$ cat src/hdl/sfr_map_pkg.sv
// Special function register map constants: addresses, reset values, field positions.
// Assumes an 8-bit core issuing direct-address byte and bit accesses on one clock.
//
// Contract
// (RQ1) Registers reached only by direct address 80h-FFh
// (RQ2) Sixteen addresses also bit-addressable, rest byte-only
// (RQ3) Software never writes unoccupied reserved addresses
// (RQ4) Reserved address reads return undefined data
// (RQ5) No control over programmable-logic module functions
// (RQ6) Implemented registers load listed reset values
// (RQ7) Timer control bits map to 88h-8Fh
// (RQ8) Stack pointer resets to 07h
`default_nettype none

package sfr_map_pkg;

   // ***************************************************
   // Addresses
   // ***************************************************
   localparam logic [7:0] ADDR_STACK_POINTER       = 8'h81;
   localparam logic [7:0] ADDR_DATA_POINTER_LOW    = 8'h82;
   localparam logic [7:0] ADDR_DATA_POINTER_HIGH   = 8'h83;
   localparam logic [7:0] ADDR_POINTER_SELECT_CTL  = 8'h85;
   localparam logic [7:0] ADDR_POINTER_STEP_MODE   = 8'h86;
   localparam logic [7:0] ADDR_POWER_CONTROL       = 8'h87;
   localparam logic [7:0] ADDR_TIMER_CONTROL       = 8'h88;
   localparam logic [7:0] ADDR_TIMER_MODE          = 8'h89;
   localparam logic [7:0] ADDR_TIMER0_COUNT_LOW    = 8'h8A;
   localparam logic [7:0] ADDR_TIMER1_COUNT_LOW    = 8'h8B;
   localparam logic [7:0] ADDR_TIMER0_COUNT_HIGH   = 8'h8C;
   localparam logic [7:0] ADDR_TIMER1_COUNT_HIGH   = 8'h8D;
   localparam logic [7:0] ADDR_PORT1_FSEL_A        = 8'h8E;
   localparam logic [7:0] ADDR_PORT1_FSEL_B        = 8'h8F;
   localparam logic [7:0] ADDR_PORT1_PINS          = 8'h90;
   localparam logic [7:0] ADDR_PORT3_FSEL          = 8'h91;
   localparam logic [7:0] ADDR_PORT4_FSEL_A        = 8'h92;
   localparam logic [7:0] ADDR_PORT4_FSEL_B        = 8'h93;

   // ***************************************************
   // Reset values and writable masks
   // ***************************************************
   localparam logic [7:0] RST_STACK_POINTER        = 8'h07;
   localparam logic [7:0] RST_ZERO                 = 8'h00;
   localparam logic [7:0] RST_PORT1_LATCH          = 8'hFF;
   localparam logic [7:0] RESERVED_READ            = 8'h00;
   localparam logic [7:0] MASK_ALL                 = 8'hFF;
   localparam logic [7:0] MASK_POINTER_SELECT      = 8'h47;
   localparam logic [7:0] MASK_POINTER_STEP        = 8'h0F;
   localparam logic [7:0] MASK_POWER_CONTROL       = 8'hDF;

   // ***************************************************
   // Field positions
   // ***************************************************
   localparam int TC_TIMER1_OVERFLOW = 7;
   localparam int TC_TIMER0_OVERFLOW = 5;
   localparam int TC_EXT_INT1_FLAG   = 3;
   localparam int TC_EXT_INT1_TYPE   = 2;
   localparam int TC_EXT_INT0_FLAG   = 1;
   localparam int TC_EXT_INT0_TYPE   = 0;
   localparam int PC_POWER_ON_FLAG   = 4;
   localparam int PC_POWER_DOWN      = 1;
   localparam int PC_IDLE            = 0;

   // Byte that owns a bit address
   function automatic logic [7:0] bit_owner(input logic [7:0] bit_addr);
      return {bit_addr[7:3], 3'h0};
   endfunction : bit_owner

   // Direct address lies in the register window
   function automatic logic in_window(input logic [7:0] addr);
      return addr[7];
   endfunction : in_window

   function automatic logic is_implemented(input logic [7:0] addr);
      return (addr >= ADDR_STACK_POINTER && addr <= ADDR_PORT4_FSEL_B)
             && addr != 8'h84;
   endfunction : is_implemented

endpackage : sfr_map_pkg

`default_nettype wire

$ cat src/hdl/sfr_flag_reg.sv
// One register byte with byte write, bit write and hardware set/clear.
// Assumes byte and bit write do not collide; byte write wins if they do.
`timescale 1ns/1ps
`default_nettype none

module sfr_flag_reg #(
   parameter logic [7:0] RESET_VALUE = 8'h00,
   parameter logic [7:0] WRITE_MASK  = 8'hFF
) (
   input  wire logic       clock,
   input  wire logic       rst_n,
   input  wire logic       byte_we,
   input  wire logic [7:0] byte_wdata,
   input  wire logic       bit_we,
   input  wire logic [2:0] bit_sel,
   input  wire logic       bit_wdata,
   input  wire logic [7:0] hw_set,
   input  wire logic [7:0] hw_clr,
   output var  logic [7:0] value_q
);

   logic [7:0] bit_one;
   logic [7:0] bit_merged;
   logic [7:0] write_src;
   logic [7:0] sw_d;
   logic [7:0] value_d;

   assign bit_one    = 8'h01 << bit_sel;
   assign bit_merged = (value_q & ~bit_one) | (bit_wdata ? bit_one : 8'h00);
   assign write_src  = byte_we ? byte_wdata : bit_merged;
   assign sw_d       = (byte_we || bit_we)
                       ? ((write_src & WRITE_MASK) | (value_q & ~WRITE_MASK))
                       : value_q;
   // Hardware set applied last so an event beats a clear in the same cycle
   assign value_d    = (sw_d & ~hw_clr) | hw_set;

   always_ff @(posedge clock or negedge rst_n) begin
      if (!rst_n) begin
         value_q <= RESET_VALUE;
      end else begin
         value_q <= value_d;
      end
   end

endmodule : sfr_flag_reg

`default_nettype wire

$ cat src/hdl/sfr_bank.sv
// Special function register bank of the core: direct byte and bit access.
// Assumes one core access per cycle, all strobes on clock; port pins are asynchronous.
`timescale 1ns/1ps
`default_nettype none

module sfr_bank (
   input  wire logic       clock,
   input  wire logic       rst_n,
   input  wire logic [7:0] sfr_addr,
   input  wire logic       sfr_rd,
   input  wire logic       sfr_wr,
   input  wire logic [7:0] sfr_wdata,
   output var  logic [7:0] sfr_rdata,
   output var  logic       sfr_hit,
   input  wire logic [7:0] bit_addr,
   input  wire logic       bit_rd,
   input  wire logic       bit_wr,
   input  wire logic       bit_wdata,
   output var  logic       bit_rdata,
   output var  logic       bit_hit,
   input  wire logic       timer0_overflow,
   input  wire logic       timer1_overflow,
   input  wire logic       ext_int0_event,
   input  wire logic       ext_int1_event,
   input  wire logic       ext_int0_ack,
   input  wire logic       ext_int1_ack,
   input  wire logic       power_on_event,
   input  wire logic       wake_event,
   input  wire logic [7:0] port1_pins_in,
   output var  logic [7:0] stack_pointer,
   output var  logic [7:0] data_pointer_low,
   output var  logic [7:0] data_pointer_high,
   output var  logic [7:0] pointer_select_control,
   output var  logic [7:0] pointer_step_mode,
   output var  logic [7:0] power_control,
   output var  logic [7:0] timer_control,
   output var  logic [7:0] timer_mode,
   output var  logic [7:0] timer0_count_low,
   output var  logic [7:0] timer1_count_low,
   output var  logic [7:0] timer0_count_high,
   output var  logic [7:0] timer1_count_high,
   output var  logic [7:0] port1_function_select_a,
   output var  logic [7:0] port1_function_select_b,
   output var  logic [7:0] port1_latch,
   output var  logic [7:0] port3_function_select,
   output var  logic [7:0] port4_function_select_a,
   output var  logic [7:0] port4_function_select_b
);

   // ***************************************************
   // Byte decode
   // ***************************************************
   function automatic logic sfr_arm(input logic [7:0] addr);
      return sfr_map_pkg::in_window(addr);
   endfunction : sfr_arm

   // Addresses below the window belong to internal RAM and are left alone
   wire       byte_wr_ok = sfr_wr && sfr_arm(sfr_addr);            // see (RQ1)
   wire       we_sp      = byte_wr_ok && sfr_addr == sfr_map_pkg::ADDR_STACK_POINTER;
   wire       we_dpl     = byte_wr_ok && sfr_addr == sfr_map_pkg::ADDR_DATA_POINTER_LOW;
   wire       we_dph     = byte_wr_ok && sfr_addr == sfr_map_pkg::ADDR_DATA_POINTER_HIGH;
   wire       we_psc     = byte_wr_ok && sfr_addr == sfr_map_pkg::ADDR_POINTER_SELECT_CTL;
   wire       we_psm     = byte_wr_ok && sfr_addr == sfr_map_pkg::ADDR_POINTER_STEP_MODE;
   wire       we_power_control    = byte_wr_ok && sfr_addr == sfr_map_pkg::ADDR_POWER_CONTROL;
   wire       we_timer_control    = byte_wr_ok && sfr_addr == sfr_map_pkg::ADDR_TIMER_CONTROL;
   wire       we_timer_mode    = byte_wr_ok && sfr_addr == sfr_map_pkg::ADDR_TIMER_MODE;
   wire       we_t0l     = byte_wr_ok && sfr_addr == sfr_map_pkg::ADDR_TIMER0_COUNT_LOW;
   wire       we_t1l     = byte_wr_ok && sfr_addr == sfr_map_pkg::ADDR_TIMER1_COUNT_LOW;
   wire       we_t0h     = byte_wr_ok && sfr_addr == sfr_map_pkg::ADDR_TIMER0_COUNT_HIGH;
   wire       we_t1h     = byte_wr_ok && sfr_addr == sfr_map_pkg::ADDR_TIMER1_COUNT_HIGH;
   wire       we_p1fa    = byte_wr_ok && sfr_addr == sfr_map_pkg::ADDR_PORT1_FSEL_A;
   wire       we_p1fb    = byte_wr_ok && sfr_addr == sfr_map_pkg::ADDR_PORT1_FSEL_B;
   wire       we_p1      = byte_wr_ok && sfr_addr == sfr_map_pkg::ADDR_PORT1_PINS;
   wire       we_p3f     = byte_wr_ok && sfr_addr == sfr_map_pkg::ADDR_PORT3_FSEL;
   wire       we_p4fa    = byte_wr_ok && sfr_addr == sfr_map_pkg::ADDR_PORT4_FSEL_A;
   wire       we_p4fb    = byte_wr_ok && sfr_addr == sfr_map_pkg::ADDR_PORT4_FSEL_B;

   // ***************************************************
   // Bit decode
   // ***************************************************
   // Only bytes at multiples of eight own bits; byte write takes priority
   wire [7:0] bit_byte   = sfr_map_pkg::bit_owner(bit_addr);        // see (RQ2)
   wire       bit_in_win = sfr_map_pkg::in_window(bit_addr);
   wire       bit_timer_control   = bit_in_win && bit_byte == sfr_map_pkg::ADDR_TIMER_CONTROL;
   wire       bit_p1     = bit_in_win && bit_byte == sfr_map_pkg::ADDR_PORT1_PINS;
   wire       bwe_timer_control   = bit_wr && !sfr_wr && bit_timer_control;           // see (RQ7)
   wire       bwe_p1     = bit_wr && !sfr_wr && bit_p1;
   wire [2:0] bit_sel    = bit_addr[2:0];

   // ***************************************************
   // Port pin synchroniser
   // ***************************************************
   logic [7:0] pin_meta_q;
   logic [7:0] pin_sync_q;

   always_ff @(posedge clock or negedge rst_n) begin
      if (!rst_n) begin
         pin_meta_q <= 8'h00;
         pin_sync_q <= 8'h00;
      end else begin
         pin_meta_q <= port1_pins_in;
         pin_sync_q <= pin_meta_q;
      end
   end

   // ***************************************************
   // Plain read/write registers
   // ***************************************************
   // Pointer-select and pointer-step registers drop reserved bits on write
   wire [7:0] psc_wdata = sfr_wdata & sfr_map_pkg::MASK_POINTER_SELECT;
   wire [7:0] psm_wdata = sfr_wdata & sfr_map_pkg::MASK_POINTER_STEP;

   always_ff @(posedge clock or negedge rst_n) begin
      if (!rst_n) begin
         stack_pointer           <= sfr_map_pkg::RST_STACK_POINTER;  // see (RQ8)
         data_pointer_low        <= sfr_map_pkg::RST_ZERO;           // see (RQ6)
         data_pointer_high       <= sfr_map_pkg::RST_ZERO;
         pointer_select_control  <= sfr_map_pkg::RST_ZERO;
         pointer_step_mode       <= sfr_map_pkg::RST_ZERO;
         timer_mode              <= sfr_map_pkg::RST_ZERO;
         timer0_count_low        <= sfr_map_pkg::RST_ZERO;
         timer1_count_low        <= sfr_map_pkg::RST_ZERO;
         timer0_count_high       <= sfr_map_pkg::RST_ZERO;
         timer1_count_high       <= sfr_map_pkg::RST_ZERO;
         port1_function_select_a <= sfr_map_pkg::RST_ZERO;
         port1_function_select_b <= sfr_map_pkg::RST_ZERO;
         port3_function_select   <= sfr_map_pkg::RST_ZERO;
         port4_function_select_a <= sfr_map_pkg::RST_ZERO;
         port4_function_select_b <= sfr_map_pkg::RST_ZERO;
      end else begin
         if (we_sp)   stack_pointer           <= sfr_wdata;
         if (we_dpl)  data_pointer_low        <= sfr_wdata;
         if (we_dph)  data_pointer_high       <= sfr_wdata;
         if (we_psc)  pointer_select_control  <= psc_wdata;
         if (we_psm)  pointer_step_mode       <= psm_wdata;
         if (we_timer_mode) timer_mode              <= sfr_wdata;
         if (we_t0l)  timer0_count_low        <= sfr_wdata;
         if (we_t1l)  timer1_count_low        <= sfr_wdata;
         if (we_t0h)  timer0_count_high       <= sfr_wdata;
         if (we_t1h)  timer1_count_high       <= sfr_wdata;
         if (we_p1fa) port1_function_select_a <= sfr_wdata;
         if (we_p1fb) port1_function_select_b <= sfr_wdata;
         if (we_p3f)  port3_function_select   <= sfr_wdata;
         if (we_p4fa) port4_function_select_a <= sfr_wdata;
         if (we_p4fb) port4_function_select_b <= sfr_wdata;
      end
   end

   // ***************************************************
   // Flag registers
   // ***************************************************
   // Edge-type external interrupts lose their flag on acknowledge
   wire [7:0] timer_control_set = ({7'h00, timer1_overflow} << sfr_map_pkg::TC_TIMER1_OVERFLOW)
                       | ({7'h00, timer0_overflow} << sfr_map_pkg::TC_TIMER0_OVERFLOW)
                       | ({7'h00, ext_int1_event}  << sfr_map_pkg::TC_EXT_INT1_FLAG)
                       | ({7'h00, ext_int0_event}  << sfr_map_pkg::TC_EXT_INT0_FLAG);
   wire       ack1_clr = ext_int1_ack && timer_control[sfr_map_pkg::TC_EXT_INT1_TYPE];
   wire       ack0_clr = ext_int0_ack && timer_control[sfr_map_pkg::TC_EXT_INT0_TYPE];
   wire [7:0] timer_control_clr = ({7'h00, ack1_clr} << sfr_map_pkg::TC_EXT_INT1_FLAG)
                       | ({7'h00, ack0_clr} << sfr_map_pkg::TC_EXT_INT0_FLAG);
   wire [7:0] power_control_set = {7'h00, power_on_event} << sfr_map_pkg::PC_POWER_ON_FLAG;
   wire [7:0] power_control_clr = ({7'h00, wake_event} << sfr_map_pkg::PC_POWER_DOWN)
                       | ({7'h00, wake_event} << sfr_map_pkg::PC_IDLE);

   sfr_flag_reg #(
      .RESET_VALUE (sfr_map_pkg::RST_ZERO),
      .WRITE_MASK  (sfr_map_pkg::MASK_ALL)
   ) u_timer_control (
      .clock      (clock),
      .rst_n      (rst_n),
      .byte_we    (we_timer_control),
      .byte_wdata (sfr_wdata),
      .bit_we     (bwe_timer_control),                                        // see (RQ7)
      .bit_sel    (bit_sel),
      .bit_wdata  (bit_wdata),
      .hw_set     (timer_control_set),
      .hw_clr     (timer_control_clr),
      .value_q    (timer_control)
   );

   sfr_flag_reg #(
      .RESET_VALUE (sfr_map_pkg::RST_ZERO),
      .WRITE_MASK  (sfr_map_pkg::MASK_POWER_CONTROL)
   ) u_power_control (
      .clock      (clock),
      .rst_n      (rst_n),
      .byte_we    (we_power_control),
      .byte_wdata (sfr_wdata),
      .bit_we     (1'b0),
      .bit_sel    (3'h0),
      .bit_wdata  (1'b0),
      .hw_set     (power_control_set),
      .hw_clr     (power_control_clr),
      .value_q    (power_control)
   );

   // Bit writes modify the latch, not the pins, so read-modify-write is safe
   sfr_flag_reg #(
      .RESET_VALUE (sfr_map_pkg::RST_PORT1_LATCH),
      .WRITE_MASK  (sfr_map_pkg::MASK_ALL)
   ) u_port1_latch (
      .clock      (clock),
      .rst_n      (rst_n),
      .byte_we    (we_p1),
      .byte_wdata (sfr_wdata),
      .bit_we     (bwe_p1),
      .bit_sel    (bit_sel),
      .bit_wdata  (bit_wdata),
      .hw_set     (8'h00),
      .hw_clr     (8'h00),
      .value_q    (port1_latch)
   );

   // ***************************************************
   // Read path
   // ***************************************************
   // No port reaches the programmable-logic module's controls
   wire       rd_known = sfr_map_pkg::in_window(sfr_addr)            // see (RQ5)
                         && sfr_map_pkg::is_implemented(sfr_addr);
   wire [7:0] rd_lo    =
        sfr_addr == sfr_map_pkg::ADDR_STACK_POINTER      ? stack_pointer           :
        sfr_addr == sfr_map_pkg::ADDR_DATA_POINTER_LOW   ? data_pointer_low        :
        sfr_addr == sfr_map_pkg::ADDR_DATA_POINTER_HIGH  ? data_pointer_high       :
        sfr_addr == sfr_map_pkg::ADDR_POINTER_SELECT_CTL ? pointer_select_control  :
        sfr_addr == sfr_map_pkg::ADDR_POINTER_STEP_MODE  ? pointer_step_mode       :
        sfr_addr == sfr_map_pkg::ADDR_POWER_CONTROL      ? power_control           :
        sfr_addr == sfr_map_pkg::ADDR_TIMER_CONTROL      ? timer_control           :
        sfr_addr == sfr_map_pkg::ADDR_TIMER_MODE         ? timer_mode              :
        sfr_addr == sfr_map_pkg::ADDR_TIMER0_COUNT_LOW   ? timer0_count_low        :
        sfr_map_pkg::RESERVED_READ;
   wire [7:0] rd_hi    =
        sfr_addr == sfr_map_pkg::ADDR_TIMER1_COUNT_LOW   ? timer1_count_low        :
        sfr_addr == sfr_map_pkg::ADDR_TIMER0_COUNT_HIGH  ? timer0_count_high       :
        sfr_addr == sfr_map_pkg::ADDR_TIMER1_COUNT_HIGH  ? timer1_count_high       :
        sfr_addr == sfr_map_pkg::ADDR_PORT1_FSEL_A       ? port1_function_select_a :
        sfr_addr == sfr_map_pkg::ADDR_PORT1_FSEL_B       ? port1_function_select_b :
        sfr_addr == sfr_map_pkg::ADDR_PORT1_PINS         ? pin_sync_q              :
        sfr_addr == sfr_map_pkg::ADDR_PORT3_FSEL         ? port3_function_select   :
        sfr_addr == sfr_map_pkg::ADDR_PORT4_FSEL_A       ? port4_function_select_a :
        sfr_addr == sfr_map_pkg::ADDR_PORT4_FSEL_B       ? port4_function_select_b :
        sfr_map_pkg::RESERVED_READ;
   // Reserved reads carry no guaranteed value; hit low flags them
   wire [7:0] rd_byte  = rd_known ? (rd_lo | rd_hi) : sfr_map_pkg::RESERVED_READ; // see (RQ4)
   wire       bit_known = bit_timer_control || bit_p1;
   wire       rd_bit   = bit_timer_control ? timer_control[bit_sel] :
                         bit_p1   ? pin_sync_q[bit_sel]    : 1'b0;

   always_ff @(posedge clock or negedge rst_n) begin
      if (!rst_n) begin
         sfr_rdata <= 8'h00;
         sfr_hit   <= 1'b0;
         bit_rdata <= 1'b0;
         bit_hit   <= 1'b0;
      end else begin
         if (sfr_rd) sfr_rdata <= rd_byte;
         sfr_hit   <= sfr_rd && rd_known;
         if (bit_rd) bit_rdata <= rd_bit;
         bit_hit   <= bit_rd && bit_known;                           // see (RQ2)
      end
   end

   wire [7:0] any_hw = {timer0_overflow, timer1_overflow, ext_int0_event, ext_int1_event,
                        ext_int0_ack, ext_int1_ack, power_on_event, wake_event};
endmodule : sfr_bank

`default_nettype wire

$ cat config.mk
export PLATFORM = sky130hd
export DESIGN_NAME = sfr_bank
export DESIGN_NICKNAME = d
export VERILOG_FILES = /design/src/hdl/sfr_map_pkg.sv /design/src/hdl/sfr_flag_reg.sv /design/src/hdl/sfr_bank.sv
export SDC_FILE = /design/constraint.sdc
export NUM_CORES = 1
export LEC_CHECK = 0
export ABC_AREA = 0
export BUFFER_PORTS_ARGS = -buffer_cell sky130_fd_sc_hd__buf_2
export CORE_MARGIN = 5
export CORE_UTILIZATION = 45
export CTS_CLUSTER_DIAMETER = 150
export DETAILED_ROUTE_END_ITERATION = 10
export GPL_ROUTABILITY_DRIVEN = 0
export PLACE_DENSITY = 0.71
export SLEW_MARGIN = 20
export SYNTH_ARGS = -nofsm -noshare
export SYNTH_HDL_FRONTEND = slang
export SYNTH_SLANG_ARGS = --single-unit
$ cat constraint.sdc
create_clock -name clock -period 2.65 [get_ports clock]
set_clock_uncertainty 0.15 [all_clocks]
set_input_delay 0.53 -clock clock [delete_from_list [all_inputs] [get_ports clock]]
set_output_delay 0.53 -clock clock [all_outputs]
set_load 0.02 [all_outputs]
==> metrics <==
PnR worst setup slack=~360 ps; WP data arrival=2430 ps; GRT Total Usage=25.7%; Avg WL per Cell=~23 µm; most common cell in the netlist=dfrtp_1; Setup crit start kind=input port; Clk Latency, worst-skew pair=430 ps; share of cells above drive strength 1=47.6%; Clk pwr share=approximately two fifths; worst setup path category=in2reg; largest cells by area after synthesis=dfrtp_1 (47%), mux2_2 (17%), mux2i_1 (3.7%), dfstp_2 (3.6%), mux4_2 (3.1%); HPWL Detailed=19200 µm; number of global-route vias before repair=6659; dpl cells=1096; port bufs=192; PwrDens=558 mW/mm²; CP bufs+invs=1; Post-Route WL=26100 µm; Final nets=~940; total CTS buffers=17; starting DRC count in detailed routing=613; total power=5.58 mW; fmax=436 MHz; number of library cell types mapped by synthesis=70; switching power=1.53 mW; post-synth top area cell=dfrtp_1; post-CTS setup buffers=0; Die Span X=between 100 and 150 µm; P_int=4.05 mW; vias post-DR=6637; Sw Share=a little over a quarter; Die ar.=0.0206 mm²; clock tree root driver cell=clkbuf_16; Congestion Overflow GR=0; Primary FF master, synth=dfrtp_1; Clock Path Buffers=2; pre-CTS WS=-24.2 ps; sequential share of power=between 40% and 50%; Hold Violations, Final=0; logic gate share of total power=about 11%; Least-Margin Pin Slew=~550 ps; minimum clock period=approximately 2300 ps; Required @ worst endpoint=between 2000 and 3000 ps; fin crit share=86.5%; starting density of the core=46.0%; Leakage=5.12 nW; Syn Std Cell Area=about 0.008 mm²; status=completed; # DRC=0; #FFs+latches synth=162; Final Max Slew Viols=0; VDD IR max=slightly below 0.5 mV; Worst-path clk slew=70 ps; cell family with most CP delay=simple AND/OR/NAND/NOR gates; Finished Layout Cells=1130; # hold bufs at CTS=1; max incr delay on CP=about 670 ps; PostCTS Resize Cnt=0; FILL cells=1523; maximum fanout along the worst path=12; TritonCTS clock tree=yes; Vias/cell=just under 6; asr flop ratio synth=100%; largest net degree at the start of global routing=74; post-synthesis sequential area ratio=50.7%; DR pass1 iterations=6; Post-synth top cells=dfrtp_1 (151), mux2_2 (120), nand2_1 (55), a21oi_1 (30), mux2i_1 (30); Die Y=about 140 µm; H-tree depth=4; CTS Sinks=between 150 and 200; initial antenna violation count=1; number of synthesized flops with an enable pin=0; Core ar.=between 0.015 and 0.02 mm²; Crit-path slowest cell=or4b_4; I/O pin count=202; final setup TNS=0 ps; cells after synthesis=675; first-pass GRT wire length=40000 µm; Layout Area Growth over Synthesis=24.8%; CP Cell Sequence=buf_2, or4b_4, nor2_2, o21ai_0, a222oi_1, o221ai_1; post-synth top area share=47.1%; slew margin rel.=between 60% and 70%; crit end category=register; Cell Rows=48; post-layout util=between 50% and 60%; final setup fails=0; maxcap violations=0; RSZ-0062 raised after global routing=no; ANT nets after route=0; Hold Path Class=in2reg; post-synthesis area per instance=11.9 µm²; Warnings, synthesis=0
==> cell families (layout without fill, tap and decap cells) <==
| family | Yosys count | count (layout) | synth area share [%] |
|---|---|---|---|
| AOI/OAI and AO/OA | 122 | 122 | 10.7 |
| buffers and inverters | 59 | 280 | 3.45 |
| DFF | 162 | 162 | 50.7 |
| muxes | 161 | 161 | 23.7 |
| other | 1 | 10 | 0.0468 |
| and+or+nand+nor | 170 | 170 | 11.4 |
==> placed cells by master, fill, tap and decap left out, drive strengths merged, types with 3 or more instances in the layout <==
master	instances
clkinvlp	3
nand4	3
nor3	17
nand2b	14
mux4	11
buf	238
a222oi	3
o22ai	7
a211o	4
mux2	120
clkinv	5
a31oi	3
o211ai	8
nor4	4
nor2b	10
a22oi	5
clkbuf	20
dfstp	11
inv	13
o21ai	15
o21a	3
conb	9
mux2i	30
nand3	15
a21o	3
o221ai	4
dfrtp	151
o2bb2ai	3
a21oi	30
nor2	33
a32oi	5
a21boi	3
nand2	55
==> power groups by stage <==
stage	sequential (mW)	combinational [mW]	clock, mW
6_report	2.62	0.620	2.34
3_3_place_gp	2.66	0.611	0
3_5_place_dp	2.67	0.617	0
5_1_grt	2.63	0.666	2.47
2_1_floorplan	2.73	0.257	0
4_1_cts	2.62	0.621	2.36
==> through the flow <==
stage,hold slack (ps),instance area [µm²]
6_report,50.1,10000
5_1_grt,32.5,10000
4_1_cts,37.5,10000
3_5_place_dp,186,9440
3_3_place_gp,184,9440
2_1_floorplan,84.4,8050
==> layer usage <==
metal | vias to the layer above | GRT usage [%] | share of wire [%] | routed length [µm]
met5 | - | 0 | 0.027 | 7
met4 | 2 | 8.18 | 2.6 | 682
met3 | 50 | 5.39 | 7.8 | 2040
met2 | 312 | 41.4 | 48 | 12600
met1 | 3363 | 35.1 | 41 | 10800
li1 | 2910 | - | - | -
==> worst paths after layout <==
check,from,end,slack (ps),cells past startpoint
setup / recovery,sfr_addr[5],sfr_rdata[4],360,6
hold / removal,port1_pins_in[4],pin_meta_q[4],50,1
setup reg to reg,u_timer_control.value_q[3],sfr_rdata[3],670,5
hold reg to reg,pin_meta_q[1],pin_sync_q[1],200,0
max in group asynchronous,rst_n,pointer_step_mode[2],1190,3
min in group asynchronous,rst_n,pin_meta_q[6],430,2
==> final cells by class <==
class	count	area (µm²)	area share, %
clock buffer	20	457	4.56
antenna	1	2.50	0.0250
clock inverter	12	100	1.00
inverter	9	33.8	0.338
sequential	162	4070	40.7
timing repair buffer	239	1360	13.6
multi-input combinational	462	3700	37.0
tap	225	282	2.81
Power figures use the tool's default switching activity.
